==> src/logic/t16wm_pkg.sv <==
// shared constants for the 16-bit timer waveform mode block
package t16wm_pkg;
    // register indices on the plain port
    localparam logic [2:0] ADDR_CTRL_A = 3'h0;
    localparam logic [2:0] ADDR_CTRL_B = 3'h1;
    localparam logic [2:0] ADDR_CMP_A = 3'h2;
    localparam logic [2:0] ADDR_CMP_B = 3'h3;
    localparam logic [2:0] ADDR_CAPTURE = 3'h4;
    localparam logic [2:0] ADDR_COUNT = 3'h5;
    localparam logic [2:0] ADDR_IRQ_STATUS = 3'h6;
    localparam logic [2:0] ADDR_IRQ_CLEAR = 3'h7;
    localparam logic [3:0] ADDR_IRQ_ENABLE = 4'h8;
    // field positions
    localparam int COM_A_HI = 7;
    localparam int COM_A_LO = 6;
    localparam int COM_B_HI = 5;
    localparam int COM_B_LO = 4;
    localparam int WGM_LO_HI = 1;
    localparam int WGM_LO_LO = 0;
    localparam int WGM_HI_HI = 4;
    localparam int WGM_HI_LO = 3;
    // status bit positions
    localparam int IRQ_OVF = 0;
    localparam int IRQ_MATCH_A = 1;
    localparam int IRQ_MATCH_B = 2;
    localparam int IRQ_TOP = 3;
    // reset values
    localparam logic [7:0] CTRL_RESET = 8'h00;
    localparam logic [15:0] WORD_RESET = 16'h0000;
    // fixed counter values
    localparam logic [15:0] BOTTOM_VAL = 16'h0000;
    localparam logic [15:0] MAX_VAL = 16'hffff;
    localparam logic [15:0] TOP_8BIT = 16'h00ff;
    localparam logic [15:0] TOP_9BIT = 16'h01ff;
    localparam logic [15:0] TOP_10BIT = 16'h03ff;
    // mode codes
    localparam logic [3:0] WM_NORMAL = 4'h0;
    localparam logic [3:0] WM_PC8 = 4'h1;
    localparam logic [3:0] WM_PC9 = 4'h2;
    localparam logic [3:0] WM_PC10 = 4'h3;
    localparam logic [3:0] WM_CTC_A = 4'h4;
    localparam logic [3:0] WM_FAST8 = 4'h5;
    localparam logic [3:0] WM_FAST9 = 4'h6;
    localparam logic [3:0] WM_FAST10 = 4'h7;
    localparam logic [3:0] WM_PFC_CAP = 4'h8;
    localparam logic [3:0] WM_PFC_A = 4'h9;
    localparam logic [3:0] WM_PC_CAP = 4'ha;
    localparam logic [3:0] WM_PC_A = 4'hb;
    localparam logic [3:0] WM_CTC_CAP = 4'hc;
    localparam logic [3:0] WM_RESERVED = 4'hd;
    localparam logic [3:0] WM_FAST_CAP = 4'he;
    localparam logic [3:0] WM_FAST_A = 4'hf;
    // output mode codes
    localparam logic [1:0] COM_OFF = 2'h0;
    localparam logic [1:0] COM_TOGGLE = 2'h1;
    localparam logic [1:0] COM_CLEAR = 2'h2;
    localparam logic [1:0] COM_SET = 2'h3;
    // counting families
    typedef enum logic [1:0] {
        FAM_SINGLE,
        FAM_FAST,
        FAM_DUAL
    } t16wm_family_type;
    // compare reload moments
    typedef enum logic [1:0] {
        UPD_NOW,
        UPD_TOP,
        UPD_BOTTOM
    } t16wm_update_type;
endpackage : t16wm_pkg

==> src/logic/t16wm_timer.sv <==
// waveform mode decode, counter and compare outputs of the 16-bit timer
//
// The plain strobed port and the address map are this design's own decisions.
`timescale 1ns/1ps
module t16wm_timer (
    input wire logic core_clk,
    input wire logic arst_n,
    input wire logic timer_tick,
    input wire logic [3:0] reg_addr,
    input wire logic [15:0] reg_wdata,
    input wire logic reg_wr,
    input wire logic reg_rd,
    output logic [15:0] reg_rdata,
    input wire logic port_a_data,
    input wire logic port_a_dir,
    input wire logic port_b_data,
    input wire logic port_b_dir,
    output logic pin_a_out,
    output logic pin_a_oe,
    output logic pin_b_out,
    output logic pin_b_oe,
    output logic irq
);
    import t16wm_pkg::*;

    logic [7:0] ctrlA_r;
    logic [7:0] ctrlB_r;
    logic [15:0] cmpBufA_r;
    logic [15:0] cmpBufB_r;
    logic [15:0] cmpA_r;
    logic [15:0] cmpB_r;
    logic [15:0] capture_r;
    logic [15:0] count_r;
    logic countDown_r;
    logic waveA_r;
    logic waveB_r;
    logic [3:0] status_r;
    logic [3:0] enable_r;

    // mode decode
    wire [3:0] waveformMode = {ctrlB_r[WGM_HI_HI:WGM_HI_LO],
        ctrlA_r[WGM_LO_HI:WGM_LO_LO]};
    wire [1:0] chanAMode = ctrlA_r[COM_A_HI:COM_A_LO];
    wire [1:0] chanBMode = ctrlA_r[COM_B_HI:COM_B_LO];
    t16wm_family_type family;
    t16wm_update_type updateAt;
    logic [15:0] topVal;
    logic ovfAtBottom;

    // per-mode top source, family and reload moment
    always_comb begin
        family = FAM_SINGLE;
        updateAt = UPD_NOW;
        topVal = MAX_VAL;
        ovfAtBottom = 1'b0;
        unique case (waveformMode)
            WM_NORMAL: topVal = MAX_VAL;
            WM_CTC_A: topVal = cmpA_r;
            WM_CTC_CAP: topVal = capture_r;
            WM_RESERVED: topVal = MAX_VAL;
            WM_PC8, WM_PC9, WM_PC10: begin
                family = FAM_DUAL;
                updateAt = UPD_TOP;
                ovfAtBottom = 1'b1;
                topVal = (waveformMode == WM_PC8) ? TOP_8BIT :
                    (waveformMode == WM_PC9) ? TOP_9BIT : TOP_10BIT;
            end
            WM_FAST8, WM_FAST9, WM_FAST10: begin
                family = FAM_FAST;
                updateAt = UPD_BOTTOM;
                topVal = (waveformMode == WM_FAST8) ? TOP_8BIT :
                    (waveformMode == WM_FAST9) ? TOP_9BIT : TOP_10BIT;
            end
            WM_PFC_CAP, WM_PFC_A: begin
                family = FAM_DUAL;
                updateAt = UPD_BOTTOM;
                ovfAtBottom = 1'b1;
                topVal = (waveformMode == WM_PFC_CAP) ? capture_r : cmpA_r;
            end
            WM_PC_CAP, WM_PC_A: begin
                family = FAM_DUAL;
                updateAt = UPD_TOP;
                ovfAtBottom = 1'b1;
                topVal = (waveformMode == WM_PC_CAP) ? capture_r : cmpA_r;
            end
            WM_FAST_CAP, WM_FAST_A: begin
                family = FAM_FAST;
                updateAt = UPD_BOTTOM;
                topVal = (waveformMode == WM_FAST_CAP) ? capture_r : cmpA_r;
            end
        endcase
    end

    // fixed-top masking of compare writes
    wire fixedTop = (waveformMode == WM_PC8) || (waveformMode == WM_PC9) ||
        (waveformMode == WM_PC10) || (waveformMode == WM_FAST8) ||
        (waveformMode == WM_FAST9) || (waveformMode == WM_FAST10);
    wire [15:0] cmpWrData = fixedTop ? (reg_wdata & topVal)
        : reg_wdata;

    // counter events
    wire atTop = (count_r == topVal);
    wire atBottom = (count_r == BOTTOM_VAL);
    wire atMax = (count_r == MAX_VAL);
    wire isDual = (family == FAM_DUAL);
    wire isFast = (family == FAM_FAST);
    wire countWr = reg_wr && (reg_addr == {1'b0, ADDR_COUNT});
    // dual slope turns at top for exactly one tick, then down
    wire turnDown = isDual && !countDown_r && atTop;
    wire turnUp = isDual && countDown_r && (atBottom || atTop);
    wire nextDown = turnDown ? 1'b1 : (turnUp ? 1'b0 : countDown_r);
    wire [15:0] countNxt = (isDual && nextDown) ? count_r - 16'h0001 :
        ((!isDual && atTop) ? BOTTOM_VAL : count_r + 16'h0001);
    wire tickTop = timer_tick && atTop;
    wire tickBottom = timer_tick && isDual && countDown_r && atBottom;
    wire fastWrap = timer_tick && isFast && atTop;
    wire reloadNow = (updateAt == UPD_TOP) ? tickTop :
        (updateAt == UPD_BOTTOM) ? (isDual ? tickBottom : fastWrap) : 1'b0;
    wire ovfEvent = ovfAtBottom ? tickBottom :
        (isFast ? tickTop : (timer_tick && atMax));
    wire matchA = timer_tick && (count_r == cmpA_r);
    wire matchB = timer_tick && (count_r == cmpB_r);

    // next waveform level for one channel
    function automatic logic waveNext(input logic cur, input logic [1:0] md,
        input logic match, input logic eqTop, input logic isA);
        logic res;
        res = cur;
        if (isFast) begin
            if (md == COM_TOGGLE) begin
                if (isA && match && (waveformMode == WM_FAST_CAP ||
                    waveformMode == WM_FAST_A)) res = !cur;
            end else if (md[1]) begin
                // equal-to-top match ignored, action at top
                if (match && !eqTop) res = (md == COM_SET);
                else if (eqTop && tickTop) res = (md == COM_SET);
                else if (fastWrap) res = (md == COM_CLEAR);
            end
        end else if (isDual) begin
            if (md == COM_TOGGLE) begin
                if (isA && match && (waveformMode == WM_PFC_A ||
                    waveformMode == WM_PC_A)) res = !cur;
            end else if (md[1] && match) begin
                res = (md == COM_SET) ^ countDown_r;
            end
        end else if (match) begin
            unique case (md)
                COM_OFF: res = cur;
                COM_TOGGLE: res = !cur;
                COM_CLEAR: res = 1'b0;
                COM_SET: res = 1'b1;
            endcase
        end
        return res;
    endfunction

    // connection of waveform to pin
    wire connA = (chanAMode != COM_OFF) && !((isFast || isDual) &&
        chanAMode == COM_TOGGLE && !(waveformMode == WM_FAST_CAP ||
        waveformMode == WM_FAST_A || waveformMode == WM_PFC_A ||
        waveformMode == WM_PC_A));
    wire connB = (chanBMode != COM_OFF) &&
        !((isFast || isDual) && chanBMode == COM_TOGGLE);
    wire [3:0] events = {tickTop, matchB, matchA, ovfEvent};
    wire clrWr = reg_wr && (reg_addr == {1'b0, ADDR_IRQ_CLEAR});

    // register read mux
    logic [15:0] rdMux;
    always_comb begin
        rdMux = WORD_RESET;
        unique case (reg_addr)
            {1'b0, ADDR_CTRL_A}: rdMux = {8'h00, ctrlA_r};
            {1'b0, ADDR_CTRL_B}: rdMux = {8'h00, ctrlB_r};
            {1'b0, ADDR_CMP_A}: rdMux = cmpBufA_r;
            {1'b0, ADDR_CMP_B}: rdMux = cmpBufB_r;
            {1'b0, ADDR_CAPTURE}: rdMux = capture_r;
            {1'b0, ADDR_COUNT}: rdMux = count_r;
            {1'b0, ADDR_IRQ_STATUS}: rdMux = {12'h000, status_r};
            ADDR_IRQ_ENABLE: rdMux = {12'h000, enable_r};
            default: rdMux = WORD_RESET;
        endcase
    end

    // control and compare registers
    always_ff @(posedge core_clk or negedge arst_n) begin
        if (!arst_n) begin
            ctrlA_r <= CTRL_RESET;
            ctrlB_r <= CTRL_RESET;
            cmpBufA_r <= WORD_RESET;
            cmpBufB_r <= WORD_RESET;
            capture_r <= WORD_RESET;
            enable_r <= 4'h0;
        end else if (reg_wr) begin
            if (reg_addr == {1'b0, ADDR_CTRL_A}) ctrlA_r <= reg_wdata[7:0];
            if (reg_addr == {1'b0, ADDR_CTRL_B}) ctrlB_r <= reg_wdata[7:0];
            if (reg_addr == {1'b0, ADDR_CMP_A}) cmpBufA_r <= cmpWrData;
            if (reg_addr == {1'b0, ADDR_CMP_B}) cmpBufB_r <= cmpWrData;
            if (reg_addr == {1'b0, ADDR_CAPTURE}) capture_r <= reg_wdata;
            if (reg_addr == ADDR_IRQ_ENABLE) enable_r <= reg_wdata[3:0];
        end
    end

    // active compare values reload from buffers
    always_ff @(posedge core_clk or negedge arst_n) begin
        if (!arst_n) begin
            cmpA_r <= WORD_RESET;
            cmpB_r <= WORD_RESET;
        end else if (updateAt == UPD_NOW || reloadNow) begin
            cmpA_r <= cmpBufA_r;
            cmpB_r <= cmpBufB_r;
        end
    end

    // counter steps only on tick enables
    always_ff @(posedge core_clk or negedge arst_n) begin
        if (!arst_n) begin
            count_r <= BOTTOM_VAL;
            countDown_r <= 1'b0;
        end else if (countWr) begin
            count_r <= reg_wdata;
        end else if (timer_tick) begin
            count_r <= countNxt;
            countDown_r <= nextDown;
        end
    end

    // waveform levels
    always_ff @(posedge core_clk or negedge arst_n) begin
        if (!arst_n) begin
            waveA_r <= 1'b0;
            waveB_r <= 1'b0;
        end else begin
            waveA_r <= waveNext(waveA_r, chanAMode, matchA,
                cmpA_r == topVal, 1'b1);
            waveB_r <= waveNext(waveB_r, chanBMode, matchB,
                cmpB_r == topVal, 1'b0);
        end
    end

    // sticky status, set wins over clear
    always_ff @(posedge core_clk or negedge arst_n) begin
        if (!arst_n) begin
            status_r <= 4'h0;
        end else begin
            status_r <= (status_r & ~(clrWr ? reg_wdata[3:0] : 4'h0))
                | events;
        end
    end

    // registered outputs
    always_ff @(posedge core_clk or negedge arst_n) begin
        if (!arst_n) begin
            reg_rdata <= WORD_RESET;
            pin_a_out <= 1'b0;
            pin_a_oe <= 1'b0;
            pin_b_out <= 1'b0;
            pin_b_oe <= 1'b0;
            irq <= 1'b0;
        end else begin
            reg_rdata <= reg_rd ? rdMux : WORD_RESET;
            pin_a_out <= connA ? waveA_r : port_a_data;
            pin_a_oe <= port_a_dir;
            pin_b_out <= connB ? waveB_r : port_b_data;
            pin_b_oe <= port_b_dir;
            irq <= |(status_r & enable_r);
        end
    end

    // checks
    dir_gates_a_a: assert property (
        @(posedge core_clk) disable iff (!arst_n)
        1 |=> pin_a_oe == $past(port_a_dir))
        else $error("pin a enable not from direction");
    dir_gates_b_a: assert property (
        @(posedge core_clk) disable iff (!arst_n)
        !port_b_dir |=> !pin_b_oe)
        else $error("pin b driven while input");
    port_pass_a: assert property (
        @(posedge core_clk) disable iff (!arst_n)
        chanAMode == COM_OFF |=> pin_a_out == $past(port_a_data))
        else $error("pin a not returned to port");
    port_pass_b_a: assert property (
        @(posedge core_clk) disable iff (!arst_n)
        chanBMode == COM_OFF |=> pin_b_out == $past(port_b_data))
        else $error("pin b not returned to port");
    tick_only_a: assert property (
        @(posedge core_clk) disable iff (!arst_n)
        !timer_tick && !countWr |=> $stable(count_r))
        else $error("counter moved without tick");
    pfc_reload_a: assert property (
        @(posedge core_clk) disable iff (!arst_n)
        (waveformMode == WM_PFC_A || waveformMode == WM_PFC_CAP) &&
        !(tickBottom) |=> $stable(cmpB_r))
        else $error("frequency correct reload off bottom");
    mask_write_a: assert property (
        @(posedge core_clk) disable iff (!arst_n)
        reg_wr && reg_addr == {1'b0, ADDR_CMP_B} && waveformMode == WM_FAST8
        |=> cmpBufB_r[15:8] == 8'h00)
        else $error("fixed top write not masked");
    toggle_normal_a: assert property (
        @(posedge core_clk) disable iff (!arst_n)
        waveformMode == WM_NORMAL && chanAMode == COM_TOGGLE && matchA
        |=> waveA_r != $past(waveA_r))
        else $error("normal mode toggle missing");
    fast_clear_a: assert property (
        @(posedge core_clk) disable iff (!arst_n)
        isFast && chanAMode == COM_CLEAR && matchA && cmpA_r != topVal
        |=> !waveA_r)
        else $error("fast pwm clear on match missing");
    fast_set_a: assert property (
        @(posedge core_clk) disable iff (!arst_n)
        isFast && chanBMode == COM_SET && matchB && cmpB_r != topVal
        |=> waveB_r)
        else $error("fast pwm set on match missing");
    fast_bottom_a: assert property (
        @(posedge core_clk) disable iff (!arst_n)
        fastWrap && chanAMode == COM_CLEAR && cmpA_r != topVal
        |=> waveA_r)
        else $error("fast pwm set at bottom missing");
    dual_up_a: assert property (
        @(posedge core_clk) disable iff (!arst_n)
        isDual && chanBMode == COM_SET && matchB && !countDown_r
        |=> waveB_r)
        else $error("dual slope set on upcount missing");
    dual_down_a: assert property (
        @(posedge core_clk) disable iff (!arst_n)
        isDual && chanAMode == COM_CLEAR && matchA && countDown_r
        |=> waveA_r)
        else $error("dual slope set on downcount missing");
    top_hold_a: assert property (
        @(posedge core_clk) disable iff (!arst_n)
        timer_tick && turnDown && !countWr |=> countDown_r)
        else $error("no turn at top");
    top_dwell_a: assert property (
        @(posedge core_clk) disable iff (!arst_n)
        timer_tick && turnDown && !atBottom && !countWr
        |=> count_r == $past(count_r) - 16'h0001)
        else $error("top held longer than one tick");
    bottom_turn_a: assert property (
        @(posedge core_clk) disable iff (!arst_n)
        tickBottom && !countWr
        |=> !countDown_r && count_r == 16'h0001)
        else $error("no turn at bottom");
    top_reload_a: assert property (
        @(posedge core_clk) disable iff (!arst_n)
        updateAt == UPD_TOP && !tickTop |=> $stable(cmpA_r))
        else $error("phase correct reload off top");
    fast_reload_a: assert property (
        @(posedge core_clk) disable iff (!arst_n)
        isFast && !fastWrap |=> $stable(cmpB_r))
        else $error("fast pwm reload off bottom");
    dual_ovf_a: assert property (
        @(posedge core_clk) disable iff (!arst_n)
        tickBottom |=> status_r[IRQ_OVF])
        else $error("dual slope overflow missing at bottom");
    fast_ovf_a: assert property (
        @(posedge core_clk) disable iff (!arst_n)
        isFast && tickTop |=> status_r[IRQ_OVF])
        else $error("fast pwm overflow missing at top");
    no_top_ovf_a: assert property (
        @(posedge core_clk) disable iff (!arst_n)
        isDual && !tickBottom && !status_r[IRQ_OVF]
        |=> !status_r[IRQ_OVF])
        else $error("dual slope overflow away from bottom");
    toggle_b_off_a: assert property (
        @(posedge core_clk) disable iff (!arst_n)
        (isFast || isDual) && chanBMode == COM_TOGGLE
        |=> pin_b_out == $past(port_b_data))
        else $error("pin b taken by toggle code");
    // main scenario covers
    ovf_cov: cover property (@(posedge core_clk) ovfEvent);
    dual_cov: cover property (@(posedge core_clk) tickBottom && isDual);
    fast_cov: cover property (@(posedge core_clk) fastWrap && connA);
    irq_cov: cover property (@(posedge core_clk) irq);
    turn_cov: cover property (@(posedge core_clk) timer_tick && turnDown);
endmodule : t16wm_timer

==> config.mk <==
export PLATFORM = sky130hd
export DESIGN_NAME = t16wm_timer
export DESIGN_NICKNAME = d
export VERILOG_FILES = /design/src/logic/t16wm_pkg.sv /design/src/logic/t16wm_timer.sv
export SDC_FILE = /design/constraint.sdc
export NUM_CORES = 1
export LEC_CHECK = 0
export ABC_AREA = 1
export BUFFER_PORTS_ARGS = -buffer_cell sky130_fd_sc_hd__buf_2
export CAP_MARGIN = 15
export CORE_UTILIZATION = 55
export DETAILED_ROUTE_END_ITERATION = 12
export GPL_TIMING_DRIVEN = 0
export MAX_ROUTING_LAYER = met4
export PLACE_DENSITY = 0.82
export SYNTH_ARGS = -nofsm -noshare
export SYNTH_HDL_FRONTEND = slang
export SYNTH_SLANG_ARGS = --single-unit
==> constraint.sdc <==
create_clock -name core_clk -period 2.8 [get_ports core_clk]
set_input_delay 0.28 -clock core_clk [delete_from_list [all_inputs] [get_ports core_clk]]
set_output_delay 0.28 -clock core_clk [all_outputs]
set_load 0.01 [all_outputs]
==> metrics.yaml <==
clock_network:
  cts_root_buf: "clkbuf_16"
  cts_tree: "done"
  htree_levels: 4
  cts_sinks: 144
  clock_latency_ns: 0.44
  clockBufferDepth: 2
  clk_pin_slew_worst_paths_ns: 0.06
  cts_buffers: 17
global_route:
  grt_use_total: 0.413
  grt_pass1_wl_um: 50000
  antenna_found_initial: 0
  grt_pass1_vias: 9071
  grt_max_degree: 93
  grt-ovfl-total: 0
setup_path:
  cp-end-kind: "register"
  cp_data_arrival_time_ns: 3.29
  worstSetupPathType: "register to register"
  cpPeakStageDelay_ns: 0.43
  cp_cell_sequence: "buf_8 > nand2_8 > clkinvlp_4 > buf_12 > nand2_8 > nor2_1 > nor3_1 > o21ai_1 > nand2_1 > nand2_1 > nand2_2 > nand3_2 > nor2_4 > nand2_2 > inv_4 > nand3_4 > nand2_2 > nand2_4 > nand2_8 > clkbuf_16 > nand2_2 > nand2_1"
  cp_max_fo: 8
  critPathRequiredTime_ns: 3.17
  crit_family: "simple AND/OR/NAND/NOR gates"
  worst_setup_path_start_kind: "register"
  cp_slowest_cell: "dfrtp_1"
  crit_top_cell: "nand2_2"
  cp_num_buf_inv: 5
detailed_routing:
  met1Wirelength_um: 13000
  ant_nets: 0
  drc: 0
  dr.max_layer_used: "met4"
  wire_per_inst_um: 21.2
  vias_per_cell: 6.23
  met2_length_um: 15000
  vias: 10100
  drt_iter0_markers: 1354
  wl_met3_um: 3860
  first_pass_iters: 7
  routed_wl_um: 34500
die:
  num_rows: 46
  initial_core_util: 0.569
  die_x_um: 131
  io_pins: 50
  die_y_um: 131
  core_area_um2: 16100
  die_area_um2: 17100
power:
  sw_frac_of_total: 0.465
  p_clk_frac: 0.199
  power.switching_mw: 5.01
  vdd_ir_drop_max_uv: 644
  power.density_nw_per_um2: 944
  pwr-share-seq: 0.314
  intPower_mw: 5.75
  p_leak_nw: 5.63
  combPwrFrac: 0.487
timing:
  worst_pin_slew_ns: 1.00
  finClkSkew_ns: 0.0122
  report.final.slew_viol_count: 0
  period_minus_slack_ns: 2.92
  hold_viol_final: 0
  setup_viol: 43
  rsz0062_at_grt: "yes"
  worst_slack_ns: -0.123
  timing.fmax_mhz: 342
  max_slew_margin: 0.330
  tns_ns: -3.18
  min_period_over_period: 1.04
status:
  violations: "negative setup slack"
  status: "finished with violations"
logic_synthesis:
  synth.largest_area_cell: "dfrtp_1"
  ys.flop_type: "dfrtp_1"
  syn_avg_cell_area_um2: 7.10
  async_flop_share: 1.00
  synth_fp_nets: 1322
  synth_most_common_cell: "nand2_1"
  synth-seq-cells: 144
  netlist_instances: 1288
  yosys.area.top_type_share: 0.394
  yosysWarnings: 0
  synth_area_um2: 9140
  ys_top_cells_by_area: "dfrtp_1 (39%), nand2_1 (15%), inv_1 (6.1%)"
  synth_cell_types: 49
  synth-edff-count: 0
  ys_top_cells_by_count: "nand2_1 (360), inv_1 (149), dfrtp_1 (144)"
  yosysSeqAreaShare: 0.394
layout:
  antennaDiodeCount: 0
  area_growth_pct: 24.7
  nNetsFinal: 1432
  multi_input_area_um2: 5240
  layout-drive-gt1-share: 0.211
  seqCellArea_um2: 3600
  final_cells: 1627
  fillers: 1242
place:
  gp_congestion: 1.00
  placed_cells: 1554
  port_buffers: 49
  hpwl_um: 23600
job:
  maxCapViolCount: 0
hold_path:
  hp-class: "input port to register"
## path summary, 6_finish.rpt
check                       startpoint      endpoint  slack, ns  cells past startpoint
max                         ctrlB_r[3]     cmpB_r[6]      -0.12                     22
min                        port_a_data     pin_a_out       0.07                      2
max reg2reg                 ctrlB_r[3]     cmpB_r[6]      -0.12                     22
min reg2reg                    waveB_r       waveB_r       0.49                      2
max in group asynchronous       arst_n     pin_a_out       1.63                      3
min in group asynchronous       arst_n  cmpBufB_r[8]       0.35                      2
## cell type report
class                           instances  area share
Inverter                              158      0.0549
Sequential cell                       144       0.316
Clock buffer                           20      0.0392
Timing Repair Buffer                   93      0.0633
Buffer                                 49      0.0347
Clock inverter                         12     0.00878
Tap cell                              216      0.0237
Multi-Input combinational cell        935       0.459
## metal layers
metal / vias up / GRT usage
li1: 4469 / -
met1: 4739 / 0.505
met2: 738 / 0.610
met3: 193 / 0.0977
met4: 0 / 0.270
met5: - / -
## power groups by stage
stage / clock network (mW) / logic (mW) / registers [mW]
finish: 2.14 / 5.24 / 3.37
global route: 2.22 / 5.64 / 3.41
CTS: 2.14 / 4.24 / 3.25
detailed placement: 0 / 4.14 / 3.24
global placement: 0 / 4.06 / 3.23
floorplan: 0 / 3.01 / 3.04
## cells by family (layout without fill, tap and decap cells)
group / Yosys count / in the layout / share of synthesized area
and+or+nand+nor: 693 / 694 / 0.338
buffers and inverters: 210 / 332 / 0.0964
AOI/OAI and AO/OA: 206 / 206 / 0.135
DFF: 144 / 144 / 0.394
xor gates and xnor gates: 29 / 29 / 0.0278
adders and majority gates: 5 / 5 / 0.00685
muxes: 1 / 1 / 0.00123
## repair_timing
action | in CTS | in global routing
endpoints found under the setup margin | 52 | 57
hold buffers | 3 | 0
gates resized for setup | 24 | 181
endpoints found under the hold margin | 54 | 0
gates cloned | 0 | 7
buffers inserted | 1 | 33
pin swaps | 3 | 39
## per-stage QoR
step / util / instance area (µm²) / hold WS [ns] / worst slack, ns / power [mW]
2_1_floorplan: - / 9140 / -0.0156 / 0.272 / 6.05
3_3_place_gp: 0.601 / 9650 / 0.388 / -0.595 / 7.29
3_5_place_dp: 0.603 / 9690 / 0.255 / -0.651 / 7.38
4_1_cts: 0.644 / 10300 / 0.0749 / 0.00410 / 9.62
5_1_grt: 0.710 / 11400 / 0.0942 / -0.238 / 11.3
6_report: 0.710 / 11400 / 0.0730 / -0.123 / 10.8
## state kept, by name, summed over array words and instances (netlist names)
signal,count
irq,1
pin_a_out,1
waveA_r,1
count_r,16
status_r,4
waveB_r,1
reg_rdata,16
cmpBufA_r,16
pin_b_oe,1
cmpA_r,16
cmpB_r,16
cmpBufB_r,16
capture_r,16
countDown_r,1
pin_a_oe,1
ctrlA_r,8
enable_r,4
ctrlB_r,8
pin_b_out,1
## worst reg2reg max path, stage by stage, from the launching register on
cell        delay [ns]
dfrtp_1           0.43
buf_8             0.17
nand2_8           0.08
clkinvlp_4        0.14
buf_12            0.16
nand2_8           0.07
nor2_1            0.05
nor3_1            0.14
o21ai_1           0.11
nand2_1           0.09
nand2_1           0.06
nand2_2           0.11
nand3_2           0.10
nor2_4            0.17
nand2_2           0.10
inv_4             0.12
nand3_4           0.09
nand2_2           0.10
nand2_4           0.10
nand2_8           0.17
clkbuf_16         0.20
nand2_2           0.06
nand2_1           0.06
## cells in the final DEF (no fill, tap or decap), types with 5 or more instances in the layout
| cell type | netlist | layout |
|---|---|---|
| nor3_1 | 15 | 14 |
| nand3_1 | 109 | 88 |
| buf_12 | 0 | 6 |
| o211ai_1 | 11 | 11 |
| xor2_1 | 23 | 23 |
| o22ai_1 | 32 | 32 |
| a221oi_1 | 17 | 17 |
| o21ai_0 | 99 | 99 |
| clkbuf_16 | 0 | 22 |
| nand4_1 | 35 | 35 |
| or2_2 | 11 | 10 |
| nand2_1 | 360 | 300 |
| o2111ai_1 | 6 | 6 |
| nor2_4 | 2 | 7 |
| xnor2_1 | 6 | 6 |
| inv_4 | 1 | 5 |
| nor2_1 | 114 | 109 |
| inv_1 | 149 | 144 |
| nand2_4 | 8 | 38 |
| buf_2 | 12 | 51 |
| buf_6 | 6 | 9 |
| buf_8 | 1 | 6 |
| nand3_2 | 3 | 21 |
| clkbuf_1 | 27 | 23 |
| a21oi_1 | 21 | 20 |
| nand2_8 | 1 | 8 |
| nand2_2 | 16 | 40 |
| dfrtp_1 | 144 | 144 |
| clkinvlp_4 | 0 | 5 |
| inv_6 | 0 | 6 |
| buf_4 | 5 | 33 |
(Power assumes the default switching activity.)
